===== src/verilog/usct_pkg.sv =====
// Package: register map, field positions, reset values and state codes
package usct_pkg;
	// Register byte offsets
	localparam logic [4:0] OFS_CSA  = 5'h00;
	localparam logic [4:0] OFS_CSB  = 5'h04;
	localparam logic [4:0] OFS_CSC  = 5'h08;
	localparam logic [4:0] OFS_DATA = 5'h0C;
	localparam logic [4:0] OFS_BAUD = 5'h10;
	// Control/status A field positions
	localparam int CSA_RXC = 7;
	localparam int CSA_TXC = 6;
	localparam int CSA_TXE = 5;
	localparam int CSA_FE  = 4;
	localparam int CSA_U2X = 1;
	// Control/status B field positions
	localparam int CSB_RXEN = 4;
	localparam int CSB_TX_ENABLE_BIT = 3;
	localparam int CSB_CS2  = 2;
	localparam int CSB_RX8  = 1;
	localparam int CSB_TX8  = 0;
	// Control/status C field positions
	localparam int CSC_MSTR = 7;
	localparam int CSC_SYNC = 6;
	localparam int CSC_PM   = 4;
	localparam int CSC_SBS  = 3;
	localparam int CSC_CS   = 1;
	localparam int CSC_POL  = 0;
	// Reset values
	localparam logic [2:0]  RST_CS   = 3'h3;
	localparam logic [11:0] RST_BAUD = 12'h000;
	// Samples per bit minus one, and half-bit points
	localparam logic [3:0] OVS_NORM  = 4'hF;
	localparam logic [3:0] OVS_DBL   = 4'h7;
	localparam logic [3:0] HALF_NORM = 4'h7;
	localparam logic [3:0] HALF_DBL  = 4'h3;
	// Character size coding
	localparam logic [3:0] DATA_MIN  = 4'h5;
	localparam logic [3:0] NINE_BITS = 4'h9;
	localparam logic [2:0] CS_NINE   = 3'h7;
	localparam logic [8:0] DATA_ALL  = 9'h1FF;
	// Bus responses
	localparam logic [1:0] RESP_OK     = 2'h0;
	localparam logic [1:0] RESP_SLVERR = 2'h2;
	// Frame state codes
	typedef enum logic [2:0] {TX_IDLE = 3'b000, TX_START = 3'b001, TX_DATA = 3'b010,
		TX_PAR = 3'b011, TX_STOP = 3'b100} usct_tx_type;
	typedef enum logic [2:0] {RX_IDLE = 3'b000, RX_START = 3'b001, RX_DATA = 3'b010,
		RX_PAR = 3'b011, RX_STOP = 3'b100} usct_rx_type;
endpackage


===== src/verilog/usct_sync_edge.sv =====
// Synchroniser and edge detector for the external transfer clock
`timescale 1ns/10ps
`default_nettype none
module usct_sync_edge (
	// Clock and reset
	input  wire logic clk,
	input  wire logic sys_rst,
	// Pin side
	input  wire logic pin_in,
	// Edge pulses
	output logic      rise,
	output logic      fall
);
	typedef struct packed {
		logic meta;
		logic sync;
		logic prev;
	} usct_sync_type;

	usct_sync_type s_q;
	usct_sync_type s_d;

	// Two-stage sync then edge compare, two clocks of delay
	always_comb begin
		s_d      = s_q;
		s_d.meta = pin_in;
		s_d.sync = s_q.meta;
		s_d.prev = s_q.sync;
	end

	always_ff @(posedge clk) begin
		if (sys_rst) begin
			s_q <= '0;
		end else begin
			s_q <= s_d;
		end
	end

	// Edges seen only after the second stage
	assign rise = s_q.sync & ~s_q.prev;
	assign fall = ~s_q.sync & s_q.prev;
endmodule // usct_sync_edge
`default_nettype wire


===== src/verilog/usct_baud_gen.sv =====
// Baud rate down-counter producing one tick per reload
`timescale 1ns/10ps
`default_nettype none
module usct_baud_gen #(
	parameter int W = 12
) (
	// Clock and reset
	input  wire logic         clk,
	input  wire logic         sys_rst,
	// Divisor and reload strobe
	input  wire logic [W-1:0] divisor,
	input  wire logic         load,
	// Tick out
	output logic              tick
);
	typedef struct packed {
		logic [W-1:0] cnt;
	} usct_baud_type;

	usct_baud_type s_q;
	usct_baud_type s_d;

	// Reload at zero or on divisor write, else count down
	always_comb begin
		s_d = s_q;
		if (load || s_q.cnt == '0) begin
			s_d.cnt = divisor;
		end else begin
			s_d.cnt = s_q.cnt - W'(1);
		end
	end

	always_ff @(posedge clk) begin
		if (sys_rst) begin
			s_q <= '0;
		end else begin
			s_q <= s_d;
		end
	end

	assign tick = (s_q.cnt == '0);
endmodule // usct_baud_gen
`default_nettype wire


===== src/verilog/usct_top.sv =====
// Serial transceiver top: register slave, clocking, transmitter and receiver
//
// The AXI4-Lite interface to the registers and the address map are this design's own decisions.
`timescale 1ns/10ps
`default_nettype none
// Overview of operation
// - Double speed: bit is eight ticks
// - Double speed receiver uses eight samples
// - Slave clock synchronised then edge detected
// - Master drives clock pin, slave reads it
// - Sample edge opposite to change edge
// - Polarity picks change and sample edges
// - Five to nine bits, parity, stops
// - Start, data LSB first, parity, stops
// - Back-to-back frames or idle high line
// - Start bit low, stop bits high
// - One shared frame format for both directions
// - Framing error only from first stop
// - Parity is data XOR, inverted when odd
// - Transmit enable takes over output pin
// - Data register write loads transmit buffer
// - Buffer moves to shifter when idle
// - Unused high data bits ignored
// - Baud down-counter reloads at zero or write
// - Empty flag tracks transmit buffer
// - Complete flag set at end, write-one clears
// - Size code seven means nine bits
module usct_top #(
	parameter int BAUD_W = 12
) (
	// Clock and reset
	input  wire logic        clk,
	input  wire logic        sys_rst,
	// AXI4-Lite write channels
	input  wire logic [4:0]  s_axi_awaddr,
	input  wire logic        s_axi_awvalid,
	output logic             s_axi_awready,
	input  wire logic [31:0] s_axi_wdata,
	input  wire logic [3:0]  s_axi_wstrb,
	input  wire logic        s_axi_wvalid,
	output logic             s_axi_wready,
	output logic [1:0]       s_axi_bresp,
	output logic             s_axi_bvalid,
	input  wire logic        s_axi_bready,
	// AXI4-Lite read channels
	input  wire logic [4:0]  s_axi_araddr,
	input  wire logic        s_axi_arvalid,
	output logic             s_axi_arready,
	output logic [31:0]      s_axi_rdata,
	output logic [1:0]       s_axi_rresp,
	output logic             s_axi_rvalid,
	input  wire logic        s_axi_rready,
	// Serial lines
	input  wire logic        serial_in_pin,
	output logic             serial_out_pin,
	output logic             serial_out_en,
	// Transfer clock pin
	input  wire logic        xfer_clock_pin_in,
	output logic             xfer_clock_pin_out,
	output logic             xfer_clock_pin_oe_n
);
	typedef struct packed {
		logic                  awr;
		logic                  wr;
		logic                  bv;
		logic [1:0]            br;
		logic                  arr;
		logic                  rv;
		logic [1:0]            rr;
		logic [31:0]           rd;
		logic                  u2x;
		logic                  rxen;
		logic                  tx_enable_bit;
		logic                  tx8;
		logic                  mstr;
		logic                  sync;
		logic [1:0]            pm;
		logic                  sbs;
		logic [2:0]            cs;
		logic                  pol;
		logic [BAUD_W-1:0]     baud;
		logic                  bld;
		logic                  txc;
		logic                  fe;
		logic                  rx_complete_flag;
		logic [8:0]            rxd;
		logic [8:0]            tbuf;
		logic                  bfull;
		usct_pkg::usct_tx_type tst;
		logic [8:0]            tsh;
		logic [3:0]            tidx;
		logic                  tsc;
		logic                  ser;
		logic                  soe;
		logic [3:0]            pre;
		logic                  xck;
		logic                  xoe_n;
		usct_pkg::usct_rx_type rxs;
		logic [8:0]            rsh;
		logic [3:0]            ridx;
		logic [3:0]            rc;
	} usct_state_type;

	usct_state_type s_q;
	usct_state_type s_d;

	logic       tick;
	logic       xrise;
	logic       xfall;
	logic [3:0] nbits;
	logic [8:0] msk;
	logic [3:0] lim;
	logic [3:0] half;
	logic       par_en;
	logic       mclk;
	logic       chg;
	logic       smp;
	logic       rbit;
	logic       load;
	logic       wr_go;
	logic       rd_go;

	// Baud rate generator
	usct_baud_gen #(
		.W       (BAUD_W)
	) u_baud (
		.clk     (clk),
		.sys_rst (sys_rst),
		.divisor (s_q.baud),
		.load    (s_q.bld),
		.tick    (tick)
	);

	// External clock synchroniser for slave mode
	usct_sync_edge u_xsync (
		.clk     (clk),
		.sys_rst (sys_rst),
		.pin_in  (xfer_clock_pin_in),
		.rise    (xrise),
		.fall    (xfall)
	);

	// Shared frame format decode for both directions
	assign nbits  = (s_q.cs == usct_pkg::CS_NINE) ? usct_pkg::NINE_BITS :
		usct_pkg::DATA_MIN + {2'b00, s_q.cs[1:0]};
	assign msk    = usct_pkg::DATA_ALL >> (usct_pkg::NINE_BITS - nbits);
	assign par_en = s_q.pm[1];
	assign lim    = s_q.u2x ? usct_pkg::OVS_DBL : usct_pkg::OVS_NORM;
	assign half   = s_q.u2x ? usct_pkg::HALF_DBL : usct_pkg::HALF_NORM;
	assign mclk   = s_q.sync & s_q.mstr;

	// Change and sample strobes per clock mode and polarity
	always_comb begin
		if (!s_q.sync) begin
			chg = tick && (s_q.pre == lim);
			smp = 1'b0;
		end else if (s_q.mstr) begin
			chg = tick && (~s_q.xck == ~s_q.pol);
			smp = tick && (~s_q.xck == s_q.pol);
		end else begin
			chg = s_q.pol ? xfall : xrise;
			smp = s_q.pol ? xrise : xfall;
		end
	end

	assign rbit  = s_q.sync ? smp : (tick && s_q.rc == lim);
	assign load  = s_q.bfull & s_q.soe;
	assign wr_go = s_q.awr & s_axi_awvalid & s_axi_wvalid;
	assign rd_go = s_q.arr & s_axi_arvalid;

	// Next-state logic for bus, clocking and both frame engines
	always_comb begin
		logic [7:0] rb;
		rb      = 8'h00;
		s_d     = s_q;
		s_d.bld = 1'b0;
		s_d.awr = 1'b0;
		s_d.wr  = 1'b0;
		s_d.arr = 1'b0;
		// Write address and data taken together
		if (s_axi_awvalid && s_axi_wvalid && !s_q.awr && !s_q.bv) begin
			s_d.awr = 1'b1;
			s_d.wr  = 1'b1;
		end
		if (s_q.bv && s_axi_bready) begin
			s_d.bv = 1'b0;
		end
		if (wr_go) begin
			s_d.bv = 1'b1;
			s_d.br = usct_pkg::RESP_OK;
			case (s_axi_awaddr)
				usct_pkg::OFS_CSA: if (s_axi_wstrb[0]) begin
					s_d.u2x = s_axi_wdata[usct_pkg::CSA_U2X];
					if (s_axi_wdata[usct_pkg::CSA_TXC]) s_d.txc = 1'b0;
				end
				usct_pkg::OFS_CSB: if (s_axi_wstrb[0]) begin
					s_d.rxen  = s_axi_wdata[usct_pkg::CSB_RXEN];
					s_d.tx_enable_bit  = s_axi_wdata[usct_pkg::CSB_TX_ENABLE_BIT];
					s_d.cs[2] = s_axi_wdata[usct_pkg::CSB_CS2];
					s_d.tx8   = s_axi_wdata[usct_pkg::CSB_TX8];
				end
				usct_pkg::OFS_CSC: if (s_axi_wstrb[0]) begin
					s_d.mstr    = s_axi_wdata[usct_pkg::CSC_MSTR];
					s_d.sync    = s_axi_wdata[usct_pkg::CSC_SYNC];
					s_d.pm      = s_axi_wdata[usct_pkg::CSC_PM +: 2];
					s_d.sbs     = s_axi_wdata[usct_pkg::CSC_SBS];
					s_d.cs[1:0] = s_axi_wdata[usct_pkg::CSC_CS +: 2];
					s_d.pol     = s_axi_wdata[usct_pkg::CSC_POL];
				end
				usct_pkg::OFS_DATA: if (s_axi_wstrb[0] && !s_q.bfull) begin
					s_d.tbuf  = {s_q.tx8, s_axi_wdata[7:0]};
					s_d.bfull = 1'b1;
				end
				usct_pkg::OFS_BAUD: begin
					if (s_axi_wstrb[0]) begin
						s_d.baud[7:0] = s_axi_wdata[7:0];
						s_d.bld       = 1'b1;
					end
					if (s_axi_wstrb[1]) s_d.baud[BAUD_W-1:8] = s_axi_wdata[BAUD_W-1:8];
				end
				default: s_d.br = usct_pkg::RESP_SLVERR;
			endcase
		end
		// Read address taken, data answered next cycle
		if (s_axi_arvalid && !s_q.arr && !s_q.rv) begin
			s_d.arr = 1'b1;
		end
		if (s_q.rv && s_axi_rready) begin
			s_d.rv = 1'b0;
		end
		if (rd_go) begin
			s_d.rv = 1'b1;
			s_d.rr = usct_pkg::RESP_OK;
			case (s_axi_araddr)
				usct_pkg::OFS_CSA: begin
					rb[usct_pkg::CSA_RXC] = s_q.rx_complete_flag;
					rb[usct_pkg::CSA_TXC] = s_q.txc;
					rb[usct_pkg::CSA_TXE] = ~s_q.bfull;
					rb[usct_pkg::CSA_FE]  = s_q.fe;
					rb[usct_pkg::CSA_U2X] = s_q.u2x;
				end
				usct_pkg::OFS_CSB: begin
					rb[usct_pkg::CSB_RXEN] = s_q.rxen;
					rb[usct_pkg::CSB_TX_ENABLE_BIT] = s_q.tx_enable_bit;
					rb[usct_pkg::CSB_CS2]  = s_q.cs[2];
					rb[usct_pkg::CSB_RX8]  = s_q.rxd[8];
					rb[usct_pkg::CSB_TX8]  = s_q.tx8;
				end
				usct_pkg::OFS_CSC: begin
					rb[usct_pkg::CSC_MSTR]      = s_q.mstr;
					rb[usct_pkg::CSC_SYNC]      = s_q.sync;
					rb[usct_pkg::CSC_PM +: 2]   = s_q.pm;
					rb[usct_pkg::CSC_SBS]       = s_q.sbs;
					rb[usct_pkg::CSC_CS +: 2]   = s_q.cs[1:0];
					rb[usct_pkg::CSC_POL]       = s_q.pol;
				end
				usct_pkg::OFS_DATA: begin
					rb      = s_q.rxd[7:0];
					s_d.rx_complete_flag = 1'b0;
				end
				default: s_d.rr = usct_pkg::RESP_SLVERR;
			endcase
			s_d.rd = {24'h000000, rb};
			if (s_axi_araddr == usct_pkg::OFS_BAUD) begin
				s_d.rd = 32'(s_q.baud);
				s_d.rr = usct_pkg::RESP_OK;
			end
		end
		// Oversampling prescaler and master clock output
		if (!s_q.sync && tick) begin
			s_d.pre = (s_q.pre == lim) ? 4'h0 : s_q.pre + 4'h1;
		end
		if (mclk) begin
			if (tick) s_d.xck = ~s_q.xck;
		end else begin
			s_d.xck = s_q.pol;
		end
		s_d.xoe_n = ~mclk;
		// Pin ownership lasts until pending frames drain
		s_d.soe = s_q.tx_enable_bit | (s_q.soe & (s_q.bfull | (s_q.tst != usct_pkg::TX_IDLE)));
		// Transmit frame engine
		case (s_q.tst)
			usct_pkg::TX_IDLE: begin
				s_d.ser = 1'b1;
				if (chg && load) begin
					s_d.tsh   = s_q.tbuf & msk;
					s_d.bfull = 1'b0;
					s_d.tst   = usct_pkg::TX_START;
					s_d.ser   = 1'b0;
				end
			end
			usct_pkg::TX_START: if (chg) begin
				s_d.tst  = usct_pkg::TX_DATA;
				s_d.tidx = 4'h0;
				s_d.ser  = s_q.tsh[0];
			end
			usct_pkg::TX_DATA: if (chg) begin
				if (s_q.tidx == nbits - 4'h1) begin
					if (par_en) begin
						s_d.tst = usct_pkg::TX_PAR;
						s_d.ser = ^s_q.tsh ^ s_q.pm[0];
					end else begin
						s_d.tst = usct_pkg::TX_STOP;
						s_d.ser = 1'b1;
						s_d.tsc = 1'b0;
					end
				end else begin
					s_d.tidx = s_q.tidx + 4'h1;
					s_d.ser  = s_q.tsh[s_q.tidx + 4'h1];
				end
			end
			usct_pkg::TX_PAR: if (chg) begin
				s_d.tst = usct_pkg::TX_STOP;
				s_d.ser = 1'b1;
				s_d.tsc = 1'b0;
			end
			usct_pkg::TX_STOP: if (chg) begin
				if (s_q.sbs && !s_q.tsc) begin
					s_d.tsc = 1'b1;
				end else if (load) begin
					s_d.tsh   = s_q.tbuf & msk;
					s_d.bfull = 1'b0;
					s_d.tst   = usct_pkg::TX_START;
					s_d.ser   = 1'b0;
				end else begin
					s_d.tst = usct_pkg::TX_IDLE;
					s_d.txc = 1'b1;
				end
			end
			default: s_d.tst = usct_pkg::TX_IDLE;
		endcase
		// Receive bit timing within a frame
		if (!s_q.sync && tick && s_q.rxs != usct_pkg::RX_IDLE && s_q.rxs != usct_pkg::RX_START) begin
			s_d.rc = (s_q.rc == lim) ? 4'h0 : s_q.rc + 4'h1;
		end
		// Receive frame engine
		case (s_q.rxs)
			usct_pkg::RX_IDLE: begin
				if (s_q.rxen && (s_q.sync ? smp : tick) && !serial_in_pin) begin
					s_d.rsh  = 9'h000;
					s_d.ridx = 4'h0;
					s_d.rc   = 4'h0;
					s_d.rxs  = s_q.sync ? usct_pkg::RX_DATA : usct_pkg::RX_START;
				end
			end
			usct_pkg::RX_START: if (tick) begin
				s_d.rc = s_q.rc + 4'h1;
				if (s_q.rc == half) begin
					s_d.rc  = 4'h0;
					s_d.rxs = serial_in_pin ? usct_pkg::RX_IDLE : usct_pkg::RX_DATA;
				end
			end
			usct_pkg::RX_DATA: if (rbit) begin
				s_d.rsh[s_q.ridx] = serial_in_pin;
				s_d.ridx          = s_q.ridx + 4'h1;
				if (s_q.ridx == nbits - 4'h1) begin
					s_d.rxs = par_en ? usct_pkg::RX_PAR : usct_pkg::RX_STOP;
				end
			end
			usct_pkg::RX_PAR: if (rbit) begin
				s_d.rxs = usct_pkg::RX_STOP;
			end
			usct_pkg::RX_STOP: if (rbit) begin
				s_d.fe  = ~serial_in_pin;
				s_d.rxd = s_q.rsh;
				s_d.rx_complete_flag = 1'b1;
				s_d.rxs = usct_pkg::RX_IDLE;
			end
			default: s_d.rxs = usct_pkg::RX_IDLE;
		endcase
	end

	// State register with synchronous reset
	always_ff @(posedge clk) begin
		if (sys_rst) begin
			s_q       <= '0;
			s_q.cs    <= usct_pkg::RST_CS;
			s_q.baud  <= BAUD_W'(usct_pkg::RST_BAUD);
			s_q.ser   <= 1'b1;
			s_q.xoe_n <= 1'b1;
		end else begin
			s_q <= s_d;
		end
	end

	// Outputs straight from the state register
	assign s_axi_awready       = s_q.awr;
	assign s_axi_wready        = s_q.wr;
	assign s_axi_bvalid        = s_q.bv;
	assign s_axi_bresp         = s_q.br;
	assign s_axi_arready       = s_q.arr;
	assign s_axi_rvalid        = s_q.rv;
	assign s_axi_rresp         = s_q.rr;
	assign s_axi_rdata         = s_q.rd;
	assign serial_out_pin      = s_q.ser;
	assign serial_out_en       = s_q.soe;
	assign xfer_clock_pin_out  = s_q.xck;
	assign xfer_clock_pin_oe_n = s_q.xoe_n;
endmodule // usct_top
`default_nettype wire


===== config.mk =====
export PLATFORM = sky130hd
export DESIGN_NAME = usct_top
export DESIGN_NICKNAME = d
export VERILOG_FILES = /design/src/verilog/usct_pkg.sv /design/src/verilog/usct_sync_edge.sv /design/src/verilog/usct_baud_gen.sv /design/src/verilog/usct_top.sv
export SDC_FILE = /design/constraint.sdc
export NUM_CORES = 1
export LEC_CHECK = 0
export BUFFER_PORTS_ARGS = -buffer_cell sky130_fd_sc_hd__buf_2
export CAP_MARGIN = 20
export CORE_UTILIZATION = 35
export CTS_CLUSTER_SIZE = 25
export DETAILED_ROUTE_END_ITERATION = 10
export GPL_TIMING_DRIVEN = 0
export MAX_ROUTING_LAYER = met4
export PLACE_DENSITY = 0.55
export SYNTH_ARGS = -nofsm -noshare
export SYNTH_HDL_FRONTEND = slang
export SYNTH_SLANG_ARGS = --single-unit

===== constraint.sdc =====
create_clock -name clk -period 3.28 [get_ports clk]
set_clock_uncertainty 0.1 [all_clocks]
set_input_delay 0.656 -clock clk [delete_from_list [all_inputs] [get_ports clk]]
set_output_delay 0.656 -clock clk [all_outputs]
set_load 0.05 [all_outputs]

==> results of run 1 <==
## where the power goes
group	total, mW	switching [mW]	internal [mW]	leakage [nW]
clock network	2.13	0.736	1.40	0.321
registers	1.71	0.0815	1.63	1.02
logic	0.952	0.594	0.358	1.80
total	4.79	1.41	3.38	3.14
## timing repair
action	in CTS	in global routing
resized for setup	0	2
endpoints found under the setup margin	0	5
endpoints found under the hold margin	0	0
## kinds of logic (layout without fill, tap and decap cells)
logic type                 after synthesis  count (layout)  share of synthesized area [%]
and+or+nand+nor                        286             286                           21.6
AOI/OAI and AO/OA                      179             179                           18.1
DFF                                    126             126                           38.0
buffers and inverters                   94             179                           7.86
xor gates and xnor gates                37              37                           5.51
muxes                                   37              37                           6.00
adders and majority gates               15              15                           2.83
other                                    1              22                         0.0565
## cells in the mapped netlist (5+ instances only)
library cell,count,area (um^2)
a211oi_1,17,128
a21oi_1,69,345
a221oi_1,6,52.6
a22oi_1,5,37.5
a31oi_1,7,43.8
a32o_1,9,90.1
and3_1,6,37.5
buf_4,38,285
clkbuf_1,36,135
dfxtp_1,126,2520
ha_1,15,188
inv_1,13,48.8
mux2i_1,33,330
nand2_1,79,297
nand2b_1,8,50.1
nand3_1,24,120
nand3b_1,6,45.0
nand4_1,15,93.8
nor2_1,75,282
nor2b_1,11,68.8
nor3_1,17,85.1
nor4_1,8,50.1
o211ai_1,6,45.0
o21ai_0,30,150
or3_1,8,50.1
xnor2_1,22,193
xor2_1,12,105
## metal layers
layer	GRT usage (%)	wire length, um	vias to the layer above
met1	27.1	9070	2738
met5	-	0	-
met4	6.82	317	0
met2	31.2	8590	116
met3	4.40	744	24
li1	-	-	2911
## critical path, stage by stage, from the launching register on
cell      delay (ns)
dfxtp_1         0.39
ha_1            0.32
a21boi_2        0.28
inv_1           0.08
ha_1            0.33
xor2_1          0.15
nor2_1          0.09
nand4_1         0.32
or3b_2          0.56
a31oi_1         0.20
o31ai_1         0.10
## cell usage in the layout (no fill, tap or decap), types with 24 or more instances in the layout
| master | count |
|---|---|
| nor2_1 | 75 |
| nand2_1 | 79 |
| buf_2 | 56 |
| buf_4 | 38 |
| dfxtp_1 | 126 |
| mux2i_1 | 33 |
| a21oi_1 | 69 |
| clkbuf_1 | 37 |
| nand3_1 | 24 |
| o21ai_0 | 30 |
## worst paths after layout
check | start | endpoint | slack (ns) | cells after the start
worst max-delay path | s_q[81] | serial_out_pin | 0.24 | 10
worst min-delay path | xfer_clock_pin_in | u_xsync.s_d[1] | 0.34 | 2
worst max register to register | s_q[81] | serial_out_pin | 0.24 | 10
worst min register to register | u_xsync.s_d[1] | u_xsync.s_d[0] | 0.34 | 1
## registers in the layout, summed over array words and instances (netlist names)
register and flops:
u_baud.s_q 12, s_axi_rdata 12, xfer_clock_pin_out 1, s_axi_arready 1, s_axi_rvalid 1, s_axi_bvalid 1
s_axi_awready 1, par_en 1, u_xsync.s_q 1, s_axi_rresp 1, u_xsync.s_d 2, xfer_clock_pin_oe_n 1
serial_out_en 1, serial_out_pin 1, s_q 88, s_axi_bresp 1
## metrics by stage
step / hold WS [ns] / area [um^2] / utilization [%] / setup slack [ns] / instances
after floorplan: 0.314 / 6710 / - / 0.652 / 796
after global placement: 0.338 / 7260 / 39.8 / 0.119 / 1078
after detailed placement: 0.341 / 7260 / 39.8 / 0.0881 / 1078
after CTS: 0.331 / 7930 / 43.4 / 0.0825 / 1110
after global routing: 0.362 / 7940 / 43.4 / 0.0333 / 1110
final: 0.342 / 7940 / 43.4 / 0.236 / 1110
## cell type report
type | instances | area [um^2] | share of cell area [%]
Multi-Input combinational cell | 576 | 3680 | 46.3
Sequential cell | 126 | 2520 | 31.8
Buffer | 81 | 473 | 5.96
Clock buffer | 20 | 457 | 5.75
Tap cell | 229 | 287 | 3.61
Timing Repair Buffer | 53 | 265 | 3.34
Clock inverter | 12 | 206 | 2.60
Inverter | 13 | 48.8 | 0.615
==> impl_metrics.tcl, run 1 <==
set metrics [dict create \
    diodes 0 \
    finalHoldViolCount 0 \
    num_vias 5789 \
    post_drt_wl_per_cell_um 16.9 \
    drive_gt1_share_pct 17.3 \
    ir_worst_vdd_mv 0.454 \
    ys_types 72 \
    clkTransAtPathRegs_ns 0.06 \
    max_freq_ghz 0.329 \
    via_per_inst 5.22 \
    die_height_um 140 \
    p_total_mw 4.79 \
    gp_congestion 0.884 \
    antenna_left 0 \
    grt_pass1_wl_um 29700 \
    finalSetupViolations 0 \
    setup_tns_ns 0 \
    syn_to_final_growth_pct 19.6 \
    portBuffers 53 \
    drt-total-wl_um 18700 \
    finalCriticalPeriod_ns 3.04 \
    synthArstFlopShare_pct 0 \
    fin_crit_sh_pct 92.8 \
    antenna_found_initial 0 \
    overflow 0 \
    synth_cells 775 \
    fill_cells 1866 \
    dieArea_um2 19500 \
    p_leak_nw 3.14 \
    rows 49 \
    crit_arrival_ns 3.25 \
    nets 938 \
    pin_count 100 \
    first_global_vias 5471 \
    crit_type "reg -> reg" \
    drc 0 \
    cts_max_path_buffers 2 \
    grt_usage_pct 20.6 \
    crit_path_end_kind "register" \
    cp.required_ns 3.49 \
    synth-seq-cells 126 \
    max_slew_margin_pct 32.4 \
    firstDrtPassIters 5 \
    cts_tree "done" \
    grt_setup_unrepaired "false" \
    ys_seq_area_share_pct 38.0 \
    cts_buffers 17 \
    fp.coreArea_um2 18300 \
    ctsHoldBuffers 0 \
    grt_max_degree 17 \
    cts.sinks 126 \
    postCtsSetupBuffers 0 \
    worst_setup_path_start_kind "register" \
    dp_hpwl_um 13900 \
    drv_slew 0 \
    ys.flop_type "dfxtp_1" \
    drt-initial-drc-count 440 \
    syn_avg_cell_area_um2 8.56 \
    cp_max_fo 8 \
    tightest_slew_ns 1.00 \
    maxCapViolations 0 \
    die_w_um 140 \
    status "completed" \
    insertion_delay_ns 0.43 \
    power_density_nw_per_um2 604 \
    syn_area_um2 6630 \
    htreeDepth 4 \
    initial_utilization_pct 36.3 \
    root_buffer "clkbuf_16" \
    min_path_type "in -> reg" \
    ys_warn_count 0 \
    synth-edff-count 0 \
]
No activity file was read; power rests on OpenSTA's default activity.
==> run 2, diff against run 1 <==
--- a/config.mk
+++ b/config.mk
@@ -5,6 +5,7 @@
 export SDC_FILE = /design/constraint.sdc
 export NUM_CORES = 1
 export LEC_CHECK = 0
+export ABC_AREA = 1
 export BUFFER_PORTS_ARGS = -buffer_cell sky130_fd_sc_hd__buf_2
 export CAP_MARGIN = 20
 export CORE_UTILIZATION = 35
==> run 2 against run 1 <==
  * Core utilization fell by 0.78 points
  * Maximum frequency up 16%
  * Non-clock buffer count is 13 lower
  * First-iteration DRC count is 0.23% higher
  * Die area is 7.4% higher
  * Clock power fell by 9%
  * Area after synthesis increased by 7.5%
  * Sequential cell count is the same
  * Cell area is 6.0% higher
  * Wire length up 11%
  * Count of clock-buffer cells in the layout is 3 lower
==> impl_metrics.tcl, run 2 <==
set metrics [dict create \
    tightest_slew_ns 0.810 \
    overflow 0 \
    synth_compound_area_share_pct 17.9 \
    clkTransAtPathRegs_ns 0.06 \
    diodes 0 \
    postCtsSetupBuffers 0 \
    drive_gt1_share_pct 16.3 \
    fin_crit_sh_pct 80.2 \
    htreeDepth 4 \
    synthMuxAreaShare_pct 0 \
    whs_ns 0.302 \
    rows 51 \
    synth-edff-count 0 \
    ys_seq_area_share_pct 35.4 \
    synth_xor_area_share_pct 2.82 \
    root_buffer "clkbuf_16" \
    crit_arrival_ns 2.89 \
    cpPeakStageDelay_ns 0.50 \
    drt-total-wl_um 20800 \
    grt_max_degree 17 \
    nets 1199 \
    yosys-top-cells-count "177 x nand2_1, 131 x inv_1, 126 x dfxtp_1, 116 x nor2_1, 88 x o21ai_0" \
    cp_max_fo 8 \
    firstDrtPassIters 5 \
    dieArea_um2 21000 \
    largest_reg_flops 88 \
    initial_utilization_pct 36.2 \
    yosysMostFrequentCell "nand2_1" \
    synth_simple_gate_area_share_pct 27.9 \
    dpl_cell_area_um2 7820 \
    synth-seq-cells 126 \
    cts_tree "done" \
    yosys-top-cells-area "dfxtp_1 35%, nand2_1 9.3%, inv_1 6.9%" \
    portBuffers 54 \
    synthAdderAreaFrac_pct 2.63 \
    ys_warn_count 0 \
    cp_top_family "simple AND/OR/NAND/NOR gates" \
    cp_num_buf_inv 4 \
    cpMostUsedCell "inv_1" \
    cts_resized 0 \
    die_height_um 145 \
    first_global_vias 5961 \
    fill_cells 2080 \
    p_leak_nw 3.83 \
    antenna_found_initial 0 \
    min_path_type "reg -> reg" \
    drv_slew 0 \
    finalCriticalPeriod_ns 2.63 \
    via_per_inst 4.73 \
    antenna_left 0 \
    yosysTopAreaCellShare_pct 35.4 \
    crit_path_end_kind "register" \
    syn_avg_cell_area_um2 6.89 \
    synth_top_family_by_area "simple AND/OR/NAND/NOR gates" \
    layout_commonest_cell "nand2_1" \
    syn_to_final_growth_pct 17.9 \
    max_slew_margin_pct 46.0 \
    fp.coreArea_um2 19700 \
    status "completed" \
    num_vias 6650 \
    drt-initial-drc-count 441 \
    maxCapViolations 0 \
    cts_buffers 17 \
    synth_cells 1035 \
    synthArstFlopShare_pct 0 \
    post_drt_wl_per_cell_um 14.8 \
    syn_area_um2 7130 \
    grt_pass1_wl_um 32300 \
    crit_type "reg -> reg" \
    worst_setup_path_start_kind "register" \
    insertion_delay_ns 0.42 \
    setup_tns_ns 0 \
    cp_cell_sequence "inv_1, ha_1, inv_1, ha_1, inv_1, nand2_1, nand3_1, nand2_1, nand3_1, nor2_1, nor2_1, a21oi_2, nand2_2, nand2_1, inv_1, nor2_1" \
    final_cell_mix "177 x nand2_1, 131 x inv_1, 126 x dfxtp_1" \
    ir_worst_vdd_mv 0.365 \
    slowest_stage "dfxtp_1" \
    cp.required_ns 3.54 \
    drc 0 \
    ys_types 47 \
    power_density_nw_per_um2 545 \
    finalSetupViolations 0 \
    cts.sinks 126 \
    dp_hpwl_um 15900 \
    stdcell_area_um2 8410 \
    grt_setup_unrepaired "false" \
    pin_count 100 \
    grt_usage_pct 21.3 \
    ys.flop_type "dfxtp_1" \
    max_freq_ghz 0.380 \
    synth_area_leader_cell "dfxtp_1" \
    gp_congestion 0.885 \
    finalHoldViolCount 0 \
    cts_max_path_buffers 2 \
    die_w_um 145 \
    regMostFlops "s_q" \
    ctsHoldBuffers 0 \
]
## run 2: cell count changes after synthesis, moves of 15 or more
cell | before | now
nor2_1 | 75 | 116
inv_1 | 13 | 131
clkbuf_1 | 36 | 21
nand3_1 | 24 | 70
mux2i_1 | 33 | 0
o21ai_0 | 30 | 88
nand2_1 | 79 | 177
a21oi_1 | 69 | 85
## run 2: layer usage
metal  routed length [um]  track usage, %  share of wire, %  vias up
met3                 1120            4.31               5.4       24
met5                    0               -                 0        -
met4                  339            5.54               1.6        0
met1                10000            28.4                48     2973
li1                     -               -                 -     3510
met2                 9310            32.8                45      143
## run 2: worst min-delay path, delay by kind of cell, from the launching register on
family / cells / cell delay, ns
buffers and inverters: 1 / 0.04
and+or+nand+nor: 1 / 0.03
DFF: 1 / 0.30
## run 2: final cells by class
| type | instances | area (um^2) | share of cell area [%] |
|---|---|---|---|
| Buffer | 67 | 418 | 4.97 |
| Clock buffer | 17 | 425 | 5.06 |
| Clock inverter | 14 | 171 | 2.04 |
| Inverter | 142 | 533 | 6.34 |
| Multi-Input combinational cell | 721 | 3740 | 44.5 |
| Sequential cell | 126 | 2520 | 30.0 |
| Tap cell | 265 | 332 | 3.94 |
| Timing Repair Buffer | 54 | 270 | 3.21 |
## run 2: logic make-up after synthesis
kind of cell	Yosys count
compound gates	229
xor+xnor	23
fa+ha+maj	15
buf+inv	209
flops	126
other cells	1
simple gates	432
## run 2: where the power goes
part | internal [mW] | switching (mW) | total (mW) | leakage [nW]
registers | 1.62 | 0.0681 | 1.69 | 1.02
logic | 0.298 | 0.664 | 0.962 | 2.53
clock network | 1.19 | 0.744 | 1.93 | 0.285
total | 3.11 | 1.48 | 4.58 | 3.83
## run 2: final timing paths
kind | startpoint | endpoint | slack [ns] | depth (start not counted)
setup / recovery | s_q[81] | s_q[43] | 0.65 | 16
hold / removal | u_xsync.s_d[1] | u_xsync.s_d[0] | 0.30 | 2
setup reg to reg | s_q[81] | s_q[43] | 0.65 | 16
hold reg to reg | u_xsync.s_d[1] | u_xsync.s_d[0] | 0.30 | 2
## run 2: metrics by stage
step                      util, %  power (mW)  std cells  worst slack [ns]
final                        42.7        4.58       1406             0.650
after global routing         42.7        4.80       1406             0.334
after CTS                    42.7        4.61       1406             0.658
after detailed placement     39.6        2.67       1375             0.585
after global placement       39.6        2.67       1375             0.651
after floorplan                 -        2.44       1056              1.07
